--- src/rtl/rss_pkg.sv ---
package rss_pkg;

	// ------------------------------------------------------------------
	// Bus geometry
	// ------------------------------------------------------------------
	localparam int unsigned DATA_W = 8;
	localparam int unsigned ADDR_W = 8;

	// ------------------------------------------------------------------
	// Register offsets
	// ------------------------------------------------------------------
	localparam logic [ADDR_W-1:0] OFF_SMI_ENABLE_GROUP5   = 8'h1A;
	localparam logic [ADDR_W-1:0] OFF_RSVD_1B   = 8'h1B;
	localparam logic [ADDR_W-1:0] OFF_EDGE_STS  = 8'h1C;
	localparam logic [ADDR_W-1:0] OFF_RSVD_1D   = 8'h1D;
	localparam logic [ADDR_W-1:0] OFF_FORCE_CHG = 8'h1E;
	localparam logic [ADDR_W-1:0] OFF_RATE_SHD  = 8'h1F;
	localparam logic [ADDR_W-1:0] OFF_SER1_SHD  = 8'h20;
	localparam logic [ADDR_W-1:0] OFF_SER2_SHD  = 8'h21;

	// ------------------------------------------------------------------
	// Reset values and implemented-bit masks
	// ------------------------------------------------------------------
	localparam logic [DATA_W-1:0] RST_SMI_ENABLE_GROUP5   = 8'h00;
	localparam logic [DATA_W-1:0] RST_EDGE_STS  = 8'h00;
	localparam logic [DATA_W-1:0] RST_FORCE_CHG = 8'h01;
	localparam logic [DATA_W-1:0] RD_ZERO       = 8'h00;
	localparam logic [DATA_W-1:0] MASK_SMI_ENABLE_GROUP5  = 8'hCF;
	localparam logic [DATA_W-1:0] MASK_EDGE_STS = 8'h3F;
	localparam logic [DATA_W-1:0] MASK_FORCE    = 8'h03;
	localparam logic [DATA_W-1:0] MASK_RATE     = 8'hDF;
	localparam logic [DATA_W-1:0] MASK_FCR      = 8'hCF;

	// ------------------------------------------------------------------
	// Field widths and positions
	// ------------------------------------------------------------------
	localparam int unsigned EDGE_W     = 6;
	localparam int unsigned FORCE_W    = 2;
	localparam int unsigned PIN_W      = 7;
	localparam int unsigned MEDIA_IDX  = 6;
	localparam int unsigned DRV0_IDX   = 0;
	localparam int unsigned DRV1_IDX   = 1;
	localparam int unsigned PRIME_W    = 3;

endpackage

--- src/rtl/rss_edge_if.sv ---
`timescale 1ns/10ps
interface rss_edge_if #(
	parameter int unsigned WIDTH = 7
);
	logic [WIDTH-1:0] level;
	logic [WIDTH-1:0] edge_pulse;

	modport src (output level, output edge_pulse);
	modport dst (input level, input edge_pulse);
endinterface

--- src/rtl/rss_edge_sync.sv ---
`timescale 1ns/10ps
module rss_edge_sync
	import rss_pkg::*;
#(
	parameter int unsigned WIDTH = PIN_W
) (
	// Clock and reset
	input  wire logic       i_clk,
	input  wire logic       i_arst_n,
	// Raw pins
	input  wire logic [WIDTH-1:0] i_pins,
	// Synchronised levels and edges
	rss_edge_if.src         edge_o
);

	logic [WIDTH-1:0]   meta_reg;
	logic [WIDTH-1:0]   sync_reg;
	logic [WIDTH-1:0]   prev_reg;
	logic [PRIME_W-1:0] prime_reg;

	// The first stage feeds only the second stage.
	always_ff @(posedge i_clk or negedge i_arst_n) begin
		if (!i_arst_n) begin
			meta_reg <= '0;
			sync_reg <= '0;
			prev_reg <= '0;
		end else begin
			meta_reg <= i_pins;
			sync_reg <= meta_reg;
			prev_reg <= sync_reg;
		end
	end

	// Edges are held off until the chain holds real pin values, so a pin
	// that sits high through reset does not report a false edge.
	always_ff @(posedge i_clk or negedge i_arst_n) begin
		if (!i_arst_n) begin
			prime_reg <= '0;
		end else begin
			prime_reg <= {prime_reg[PRIME_W-2:0], 1'b1};
		end
	end

	assign edge_o.level      = sync_reg;
	assign edge_o.edge_pulse = (sync_reg ^ prev_reg) & {WIDTH{prime_reg[PRIME_W-1]}};

endmodule // rss_edge_sync

--- src/rtl/rss_runtime_regs.sv ---
`timescale 1ns/10ps
// Function
// - Enable bits gate sources onto group SMI
// - Offsets 1B and 1D read zero
// - Status bits 5:0 clear on write one
// - Either pin edge sets its status bit
// - Status bits 7:6 always read zero
// - Force bits: bit0 drive0, bit1 drive1
// - Software sets force bits, never clears
// - Step with drive0 select clears force0
// - Step with drive1 select clears force1
// - Media flag ORs forced terms and pin
// - Offset 1F mirrors floppy rate register
// - Offset 20 mirrors serial1 queue control
// - Offset 21 mirrors serial2 queue control
// - Pin driven only when route enabled
module rss_runtime_regs
	import rss_pkg::*;
(
	// Clock and reset
	input  wire logic              i_clk,
	input  wire logic              i_arst_n,
	// Register port
	input  wire logic [ADDR_W-1:0] i_addr,
	input  wire logic [DATA_W-1:0] i_wr_data,
	input  wire logic              i_wr_en,
	input  wire logic              i_rd_en,
	output logic      [DATA_W-1:0] o_rd_data,
	// Group SMI
	input  wire logic [DATA_W-1:0] i_smi5_src,
	input  wire logic              i_smi_pin_route_enable,
	output logic                   o_group_mgmt_interrupt_n,
	output logic                   o_smi_pin_o,
	output logic                   o_smi_pin_oe,
	// Edge inputs
	input  wire logic [EDGE_W-1:0] i_general_io_edge,
	output logic      [EDGE_W-1:0] o_edge_status,
	// Floppy drive signals
	input  wire logic              i_head_step_n,
	input  wire logic              i_drive0_select_n,
	input  wire logic              i_drive1_select_n,
	input  wire logic              i_media_changed_in_n,
	output logic                   o_media_changed_flag,
	output logic      [FORCE_W-1:0] o_forced_media_change,
	// Shadowed core registers
	input  wire logic [DATA_W-1:0] i_floppy_rate,
	input  wire logic [DATA_W-1:0] i_serial1_queue_ctrl,
	input  wire logic [DATA_W-1:0] i_serial2_queue_ctrl
);

	// ------------------------------------------------------------------
	// Pin synchronisation
	// ------------------------------------------------------------------
	rss_edge_if #(.WIDTH(PIN_W)) pin_if ();

	logic [PIN_W-1:0] raw_pins;

	assign raw_pins = {i_media_changed_in_n, i_general_io_edge};

	rss_edge_sync #(
		.WIDTH (PIN_W)
	) u_sync (
		.i_clk    (i_clk),
		.i_arst_n (i_arst_n),
		.i_pins   (raw_pins),
		.edge_o   (pin_if)
	);

	logic [EDGE_W-1:0] edge_hit;
	logic              media_in_n;

	assign edge_hit   = pin_if.edge_pulse[EDGE_W-1:0];
	assign media_in_n = pin_if.level[MEDIA_IDX];

	// ------------------------------------------------------------------
	// Media input settling
	// ------------------------------------------------------------------
	logic [PRIME_W-2:0] media_ready_reg;
	logic               media_active;

	// The synchroniser clears to zero, which on this active-low pin would
	// read as a changed disk until real pin values have shifted through.
	always_ff @(posedge i_clk or negedge i_arst_n) begin
		if (!i_arst_n) begin
			media_ready_reg <= '0;
		end else begin
			media_ready_reg <= {media_ready_reg[PRIME_W-3:0], 1'b1};
		end
	end

	assign media_active = media_ready_reg[PRIME_W-2] && !media_in_n;

	// ------------------------------------------------------------------
	// Write decode
	// ------------------------------------------------------------------
	logic wr_en5;
	logic wr_sts;
	logic wr_force;

	assign wr_en5   = i_wr_en && (i_addr == OFF_SMI_ENABLE_GROUP5);
	assign wr_sts   = i_wr_en && (i_addr == OFF_EDGE_STS);
	assign wr_force = i_wr_en && (i_addr == OFF_FORCE_CHG);

	// ------------------------------------------------------------------
	// SMI enable group 5
	// ------------------------------------------------------------------
	logic [DATA_W-1:0] smi_enable_group5_reg;

	always_ff @(posedge i_clk or negedge i_arst_n) begin
		if (!i_arst_n) begin
			smi_enable_group5_reg <= RST_SMI_ENABLE_GROUP5;
		end else if (wr_en5) begin
			smi_enable_group5_reg <= i_wr_data & MASK_SMI_ENABLE_GROUP5;
		end
	end

	// ------------------------------------------------------------------
	// Group SMI output and pin
	// ------------------------------------------------------------------
	logic group_active;

	assign group_active = |(i_smi5_src & smi_enable_group5_reg);

	// The pin is open drain: it only ever pulls low, so its data is fixed.
	always_ff @(posedge i_clk or negedge i_arst_n) begin
		if (!i_arst_n) begin
			o_group_mgmt_interrupt_n <= 1'b1;
			o_smi_pin_o              <= 1'b0;
			o_smi_pin_oe             <= 1'b0;
		end else begin
			o_group_mgmt_interrupt_n <= !group_active;
			o_smi_pin_o              <= 1'b0;
			o_smi_pin_oe             <= group_active && i_smi_pin_route_enable;
		end
	end

	// ------------------------------------------------------------------
	// Edge interrupt status
	// ------------------------------------------------------------------
	logic [EDGE_W-1:0] edge_interrupt_status_reg;
	logic [EDGE_W-1:0] sts_clear;

	assign sts_clear = wr_sts ? i_wr_data[EDGE_W-1:0] : '0;

	// An edge arriving in the clearing cycle is kept, so no event is lost.
	always_ff @(posedge i_clk or negedge i_arst_n) begin
		if (!i_arst_n) begin
			edge_interrupt_status_reg <= RST_EDGE_STS[EDGE_W-1:0];
		end else begin
			edge_interrupt_status_reg <= (edge_interrupt_status_reg & ~sts_clear) | edge_hit;
		end
	end

	assign o_edge_status = edge_interrupt_status_reg;

	// ------------------------------------------------------------------
	// Forced media change
	// ------------------------------------------------------------------
	logic [FORCE_W-1:0] forced_media_change_reg;
	logic [FORCE_W-1:0] force_set;
	logic [FORCE_W-1:0] force_clr;

	assign force_set = wr_force ? i_wr_data[FORCE_W-1:0] : '0;
	assign force_clr[DRV0_IDX] = !i_head_step_n && !i_drive0_select_n;
	assign force_clr[DRV1_IDX] = !i_head_step_n && !i_drive1_select_n;

	// A software set in the same cycle as a step wins, so the request for a
	// forced change is not silently dropped.
	always_ff @(posedge i_clk or negedge i_arst_n) begin
		if (!i_arst_n) begin
			forced_media_change_reg <= RST_FORCE_CHG[FORCE_W-1:0];
		end else begin
			forced_media_change_reg <= (forced_media_change_reg & ~force_clr) | force_set;
		end
	end

	assign o_forced_media_change = forced_media_change_reg;

	// ------------------------------------------------------------------
	// Media changed flag for the floppy input register
	// ------------------------------------------------------------------
	logic media_flag;

	assign media_flag = (!i_drive0_select_n && forced_media_change_reg[DRV0_IDX])
		|| (!i_drive1_select_n && forced_media_change_reg[DRV1_IDX])
		|| media_active;

	always_ff @(posedge i_clk or negedge i_arst_n) begin
		if (!i_arst_n) begin
			o_media_changed_flag <= 1'b0;
		end else begin
			o_media_changed_flag <= media_flag;
		end
	end

	// ------------------------------------------------------------------
	// Read path
	// ------------------------------------------------------------------
	logic [DATA_W-1:0] rd_mux;

	always_comb begin
		rd_mux = RD_ZERO;
		unique case (i_addr)
			OFF_SMI_ENABLE_GROUP5:   rd_mux = smi_enable_group5_reg;
			OFF_EDGE_STS:  rd_mux = {{(DATA_W-EDGE_W){1'b0}}, edge_interrupt_status_reg};
			OFF_FORCE_CHG: rd_mux = {{(DATA_W-FORCE_W){1'b0}}, forced_media_change_reg};
			OFF_RATE_SHD:  rd_mux = i_floppy_rate & MASK_RATE;
			OFF_SER1_SHD:  rd_mux = i_serial1_queue_ctrl & MASK_FCR;
			OFF_SER2_SHD:  rd_mux = i_serial2_queue_ctrl & MASK_FCR;
			default:       rd_mux = RD_ZERO;
		endcase
	end

	// Read data stand for one cycle only and return to zero otherwise.
	always_ff @(posedge i_clk or negedge i_arst_n) begin
		if (!i_arst_n) begin
			o_rd_data <= RD_ZERO;
		end else if (i_rd_en) begin
			o_rd_data <= rd_mux;
		end else begin
			o_rd_data <= RD_ZERO;
		end
	end
endmodule // rss_runtime_regs

--- config.mk ---
export PLATFORM = sky130hd
export DESIGN_NAME = rss_runtime_regs
export DESIGN_NICKNAME = d
export VERILOG_FILES = /design/src/rtl/rss_pkg.sv /design/src/rtl/rss_edge_if.sv /design/src/rtl/rss_edge_sync.sv /design/src/rtl/rss_runtime_regs.sv
export SDC_FILE = /design/constraint.sdc
export NUM_CORES = 1
export LEC_CHECK = 0
export BUFFER_PORTS_ARGS = -buffer_cell sky130_fd_sc_hd__buf_2
export CORE_MARGIN = 2
export CORE_UTILIZATION = 42
export DETAILED_ROUTE_END_ITERATION = 10
export PLACE_DENSITY = 0.75
export SYNTH_ARGS = -nofsm -noshare
export SYNTH_HDL_FRONTEND = slang
export SYNTH_SLANG_ARGS = --single-unit
--- constraint.sdc ---
create_clock -name i_clk -period 1.05 [get_ports i_clk]
set_input_delay 0.0525 -clock i_clk [delete_from_list [all_inputs] [get_ports i_clk]]
set_output_delay 0.0525 -clock i_clk [all_outputs]
set_load 0.02 [all_outputs]
Word-level counts from Yosys, hierarchy flattened
Index checks and enable logic that the tools add are counted.

Bits in registers: 50. Input bits: 63. Output and inout bits: 20. Logic and storage cells: 48.

Eq/ne operators: 6. Muxes and demuxes: 4. Bitwise logic cells: 9. Reductions and logical operators: 17.

Operator list (number): case mux 8 bit (6 select lines) (1); equality test 8 x 5 -> 1 bit, second input constant (4); equality test 8 x 6 -> 1 bit, second input constant (2); bitwise AND 6 bit (2); logical AND 1 bit (9); bitwise AND 8 bit (1); two-way mux 8 bit (1); OR reduction 8 bit (1); two-way mux 6 bit (1); inverter 6 bit (1); bitwise OR 6 bit (1); bitwise XOR 6 bit (1); zero test 1 bit (5); bitwise AND 2 bit (1); logical OR 1 bit (2); two-way mux 2 bit (1); inverter 2 bit (1); bitwise OR 2 bit (1).

Depth between registers and ports, before layout
Depth in word-level cells: 6. Gate-level depth with buffers: 6. Gate-level depth less buffers: 4.

Hierarchy
A second synthesis with hierarchy kept.

Cells, all modules: 163. Area, all modules: 2093.3 um2.

Modules (own cells, without submodules): rss_runtime_regs (times used 1, cells each 124, area an instance 1383.8 um2, seq. area each 678.2 um2); rss_edge_sync (times used 1, cells each 39, area an instance 709.4 um2, seq. area each 600.6 um2).

Worst setup path before layout
No wires, ideal clock.

Path kind: input -> register. Start point: input port i_addr[5]. End point: register smi_enable_group5_reg[0]. Library setup time: 125 ps. Arrival time: 1502 ps. Required time: 925 ps. Setup slack: -577 ps. Cell stages on the path: 5. Path buffers: 1. Cell sequence: or4b_1 buf_2 nor4_4 nand2_4 mux2_4.

Cells in the longest elaborated chain, start to end: 2.

RTL lines: start, declared (RTL line rss_runtime_regs.sv:24) `input wire logic [ADDR_W-1:0] i_addr,`; equality test 8 x 5 -> 1 bit (RTL line rss_runtime_regs.sv:100) `assign wr_en5 = i_wr_en && (i_addr == OFF_SMI_ENABLE_GROUP5);`; logical AND 1 bit (RTL line rss_runtime_regs.sv:100); end signal, assigned (RTL line rss_runtime_regs.sv:113) `smi_enable_group5_reg <= i_wr_data & MASK_SMI_ENABLE_GROUP5;`; end, declared (RTL line rss_runtime_regs.sv:107) `logic [DATA_W-1:0] smi_enable_group5_reg;`.

No other way between the ends. A chain may end at the register's enable or synchronous reset.

Final worst setup path
Start point: input port i_addr[6]. End point: register o_rd_data[1].

Cells in the longest elaborated chain, start to end: 3. Elaborated cells between the ends (all ways): 8. Classes of those cells: 6 x eq/ne; 2 x mux.

RTL lines: equality test 8 x 6 -> 1 bit / equality test 8 x 5 -> 1 bit (equally long branches) (RTL line rss_runtime_regs.sv:203) `unique case (i_addr)`; case mux 8 bit (6 select lines) * (RTL line rss_runtime_regs.sv:203); two-way mux 8 bit * (RTL line rss_runtime_regs.sv:218) `end else if (i_rd_en) begin`; end signal, assigned (RTL line rss_runtime_regs.sv:219) `o_rd_data <= rd_mux;`; end, declared (RTL line rss_runtime_regs.sv:28) `output logic [DATA_W-1:0] o_rd_data,`.

Mark *: on every way between the ends. The rest lies on a longest branch, timed or not.

==> reports/qor.csv <==
stage,metric,value,unit
status,status,"complete, but fails checks",
status,violated checks,setup timing,
power_and_ir_drop,Switching Fraction,22.2,%
yosys,Synth cell types,37,
power_and_ir_drop,Internal,2.94,mW
critical_path,crit-path max cell delay,0.59,ns
global_routing,antenna violations before repair,0,
layout,multi-input logic area,768,um2
floorplanning,die area,5120,um2
placed_design,dpl ws,-0.651,ns
yosys,ys async rst share,100,%
placed_design,DP Wirelength,3.33,mm
floorplanning,chip height,71.6,um
global_routing,Overflow after GRT,0,
clock_tree,H-tree depth,2,
power_and_ir_drop,LEAKAGE,1.42,nW
floorplanning,Rows,24,
layout,share of cells above drive strength 1,55.0,%
floorplanning,Std-Cell Core Area,4380,um2
power_and_ir_drop,Design Power,3.78,mW
critical_path,endpoint class of the critical path,flop,
critical_path,largest fanout on the critical path,6,
yosys,top-area cell type share of the netlist area,60.0,%
critical_path,crit-path cells,buf_6 > or4b_4 > buf_4 > buf_4 > nor3_2 > buf_4 > a22oi_1 > a21boi_1,
routing,vias,1627,
global_routing,largest net degree at the start of global routing,22,
clock_tree,CTS sink cnt,48,
routing,Pre-antenna DRT Iters,4,
critical_path,"Largest delay share family, worst path",simple AND/OR/NAND/NOR gates,
routing,number of DRC markers after the initial detailed-route iteration,84,
layout,fill count,312,
layout,Nets,322,
timing,Final Hold Vio Count,0,
placed_design,routability congestion estimate,0.818,
power_and_ir_drop,switching pwr,837,uW
global_routing,first-pass GRT wire length,7.31,mm
timing,final count of negative-setup-slack endpoints,22,
floorplanning,Initial Utilization,43.8,%
power_and_ir_drop,Clk network pwr share,36.4,%
critical_path,Critical Path RT,1.27,ns
yosys,synth top area cells,"dfrtp_1, mux2_2, mux2_4",
timing,clock skew,0.00679,ns
clock_tree,Worst-path clk slew,0.09,ns
routing,vias per cell,5.21,
clock_tree,CTS tree,built,
power_and_ir_drop,Combinational Power Share,11.8,%
yosys,Syn Nets,205,
global_routing,Total GRT Usage,18.7,%
global_routing,number of global-route vias before repair,1604,
power_and_ir_drop,P per Cell Area,1280,nW/um2
yosys,top cell types by occurrence after synthesis,"dfrtp_1, a22oi_1, mux2_2",
routing,Wirelength per Cell,14.8,um
layout,max FFs per register,8,
run,MaxCap Viol Count,0,
clock_tree,clock insertion delay at the later pin of the skew report,0.30,ns
timing,crit path time final,1.35,ns
layout,final instance area,2960,um2
timing,final worst-path cycle share,129,%
floorplanning,chip width,71.6,um
clock_tree,clk root buf,clkbuf_8,
yosys,Main synth FF type,dfrtp_1,
placed_design,total placed cells including tap cells,281,
critical_path,Worst Setup Start Kind,primary input,
layout,Final Non-Filler Cells,312,
yosys,register area share after synthesis,62.8,%
layout,ant diodes,0,
critical_path,WP data arrival,1.57,ns
yosys,Post-synth EDFFs,0,
yosys,"area leader, netlist",dfrtp_1,
power_and_ir_drop,Peak VDD IR,1020,uV
timing,f_max,0.740,GHz
yosys,top-count cell post-synth,dfrtp_1,
power_and_ir_drop,Seq pwr share,51.8,%
critical_path,Worst Path Buf+Inv,4,
clock_tree,Bufs on Longest Clock Path,2,
timing,final hold slack,0.00896,ns
yosys,average cell area after synthesis,13.5,um2
yosys,"flops & latches, synth",48,
placed_design,Placement Cell Area,2520,um2
clock_tree,TritonCTS Buffers,5,
critical_path,worst setup path class,in -> reg,
yosys,yosys warns,0,
routing,DRC,0,
yosys,Mapped Cells,142,
yosys,Synth Cell Area,1920,um2
routing,Detailed Route WL,4.63,mm
critical_path,Critical-path top delay cell,or4b_4,
routing,Routed Antenna Nets,0,
placed_design,# port buffers,74,
timing,slack of the critical path,-0.301,ns
timing,fin. max-slew vios,0,
timing,RSZ-0062 raised after global routing,true,
min_path,worst min-delay path category,in -> reg,
layout,Syn-to-layout area delta,54.3,%
floorplanning,Ports,83,
critical_path,"most used cell, CP",buf_4,
layout,Reg area,1200,um2
==> metrics by stage <==
stage	TNS, ns	utilization [%]
floorplan	-8.80	-
global placement	-10.67	57.5
detailed placement	-11.46	57.5
finish	-4.73	67.5
global route	-5.75	67.5
CTS	-3.89	65.8
==> metal layers <==
layer | GRT usage, % | vias up | wire length [um]
li1 | - | 746 | -
met1 | 20.4 | 790 | 1750
met2 | 34.1 | 80 | 2400
met3 | 5.77 | 11 | 373
met4 | 6.92 | 0 | 109
met5 | 0 | - | 0
==> final cells by class <==
| cell class | count | area share (%) |
|---|---|---|
| Multi-Input combinational cell | 84 | 26.0 |
| Inverter | 3 | 0.380 |
| Clock buffer | 6 | 2.79 |
| Sequential cell | 48 | 40.7 |
| Tap cell | 52 | 2.20 |
| Timing Repair Buffer | 117 | 26.7 |
| Clock inverter | 2 | 1.31 |
==> timing repair <==
item,CTS,global route
pin swaps,6,4
hold endpoints to repair,55,1
setup buffers,3,3
resized for setup,13,11
gates cloned,0,0
setup endpoints to repair,23,27
hold buffers,16,1
==> final timing paths <==
kind | from | endpoint | slack, ns | cells after the start
max | i_addr[6] | o_rd_data[1] | -0.30 | 8
min | i_smi5_src[7] | o_group_mgmt_interrupt_n | 0.009 | 4
max reg2reg | smi_enable_group5_reg[0] | o_rd_data[0] | -0.13 | 4
min reg2reg | u_sync.meta_reg[5] | u_sync.edge_o.level[5] | 0.35 | 0
max in group asynchronous | i_arst_n | u_sync.meta_reg[5] | 0.35 | 3
min in group asynchronous | i_arst_n | o_rd_data[3] | 0.17 | 2
==> cells by family (layout without fill, tap and decap cells) <==
kind of cell / Yosys count / count (layout) / share of synthesized area [%]
DFF: 48 / 48 / 62.8
and+or+nand+nor: 33 / 33 / 11.0
AOI/OAI and AO/OA: 29 / 29 / 11.4
muxes: 14 / 14 / 9.39
buffers and inverters: 10 / 128 / 2.35
xor gates and xnor gates: 6 / 6 / 2.74
other: 2 / 2 / 0.392
==> power by group through the flow <==
stage | registers (mW) | clock network [mW] | logic, mW
3_5_place_dp | 1.99 | 0 | 0.360
5_1_grt | 1.96 | 1.50 | 0.481
4_1_cts | 1.95 | 1.42 | 0.424
3_3_place_gp | 1.99 | 0 | 0.351
2_1_floorplan | 2.00 | 0 | 0.123
6_report | 1.96 | 1.38 | 0.444
==> worst reg2reg max path: cells and delay by family (launching register included) <==
family                 cells  cell delay [ns]
AO/OA/AOI/OAI              2             0.27
buffers and inverters      1             0.14
flip-flops                 1             0.40
multiplexers               1             0.25
==> cells in the final DEF (no fill, tap or decap), types with 2 or more instances in the layout <==
cell and count:
nand3_2 6, nand2_1 7, dfrtp_1 46, nor4_4 3
and3_1 2, a22oi_2 3, a222oi_1 2, o21ai_0 2
a22oi_1 7, a21oi_1 2, buf_4 22, clkbuf_8 6
nor2_1 3, xor2_1 6, buf_6 8, nand4_1 2
inv_1 3, conb_1 2, buf_2 69, mux2_2 8
mux2_4 6, nand2b_1 2, a21boi_1 2, dfstp_2 2
dlygate4sd3_1 17, a22o_1 6
(Power assumes the default switching activity.)
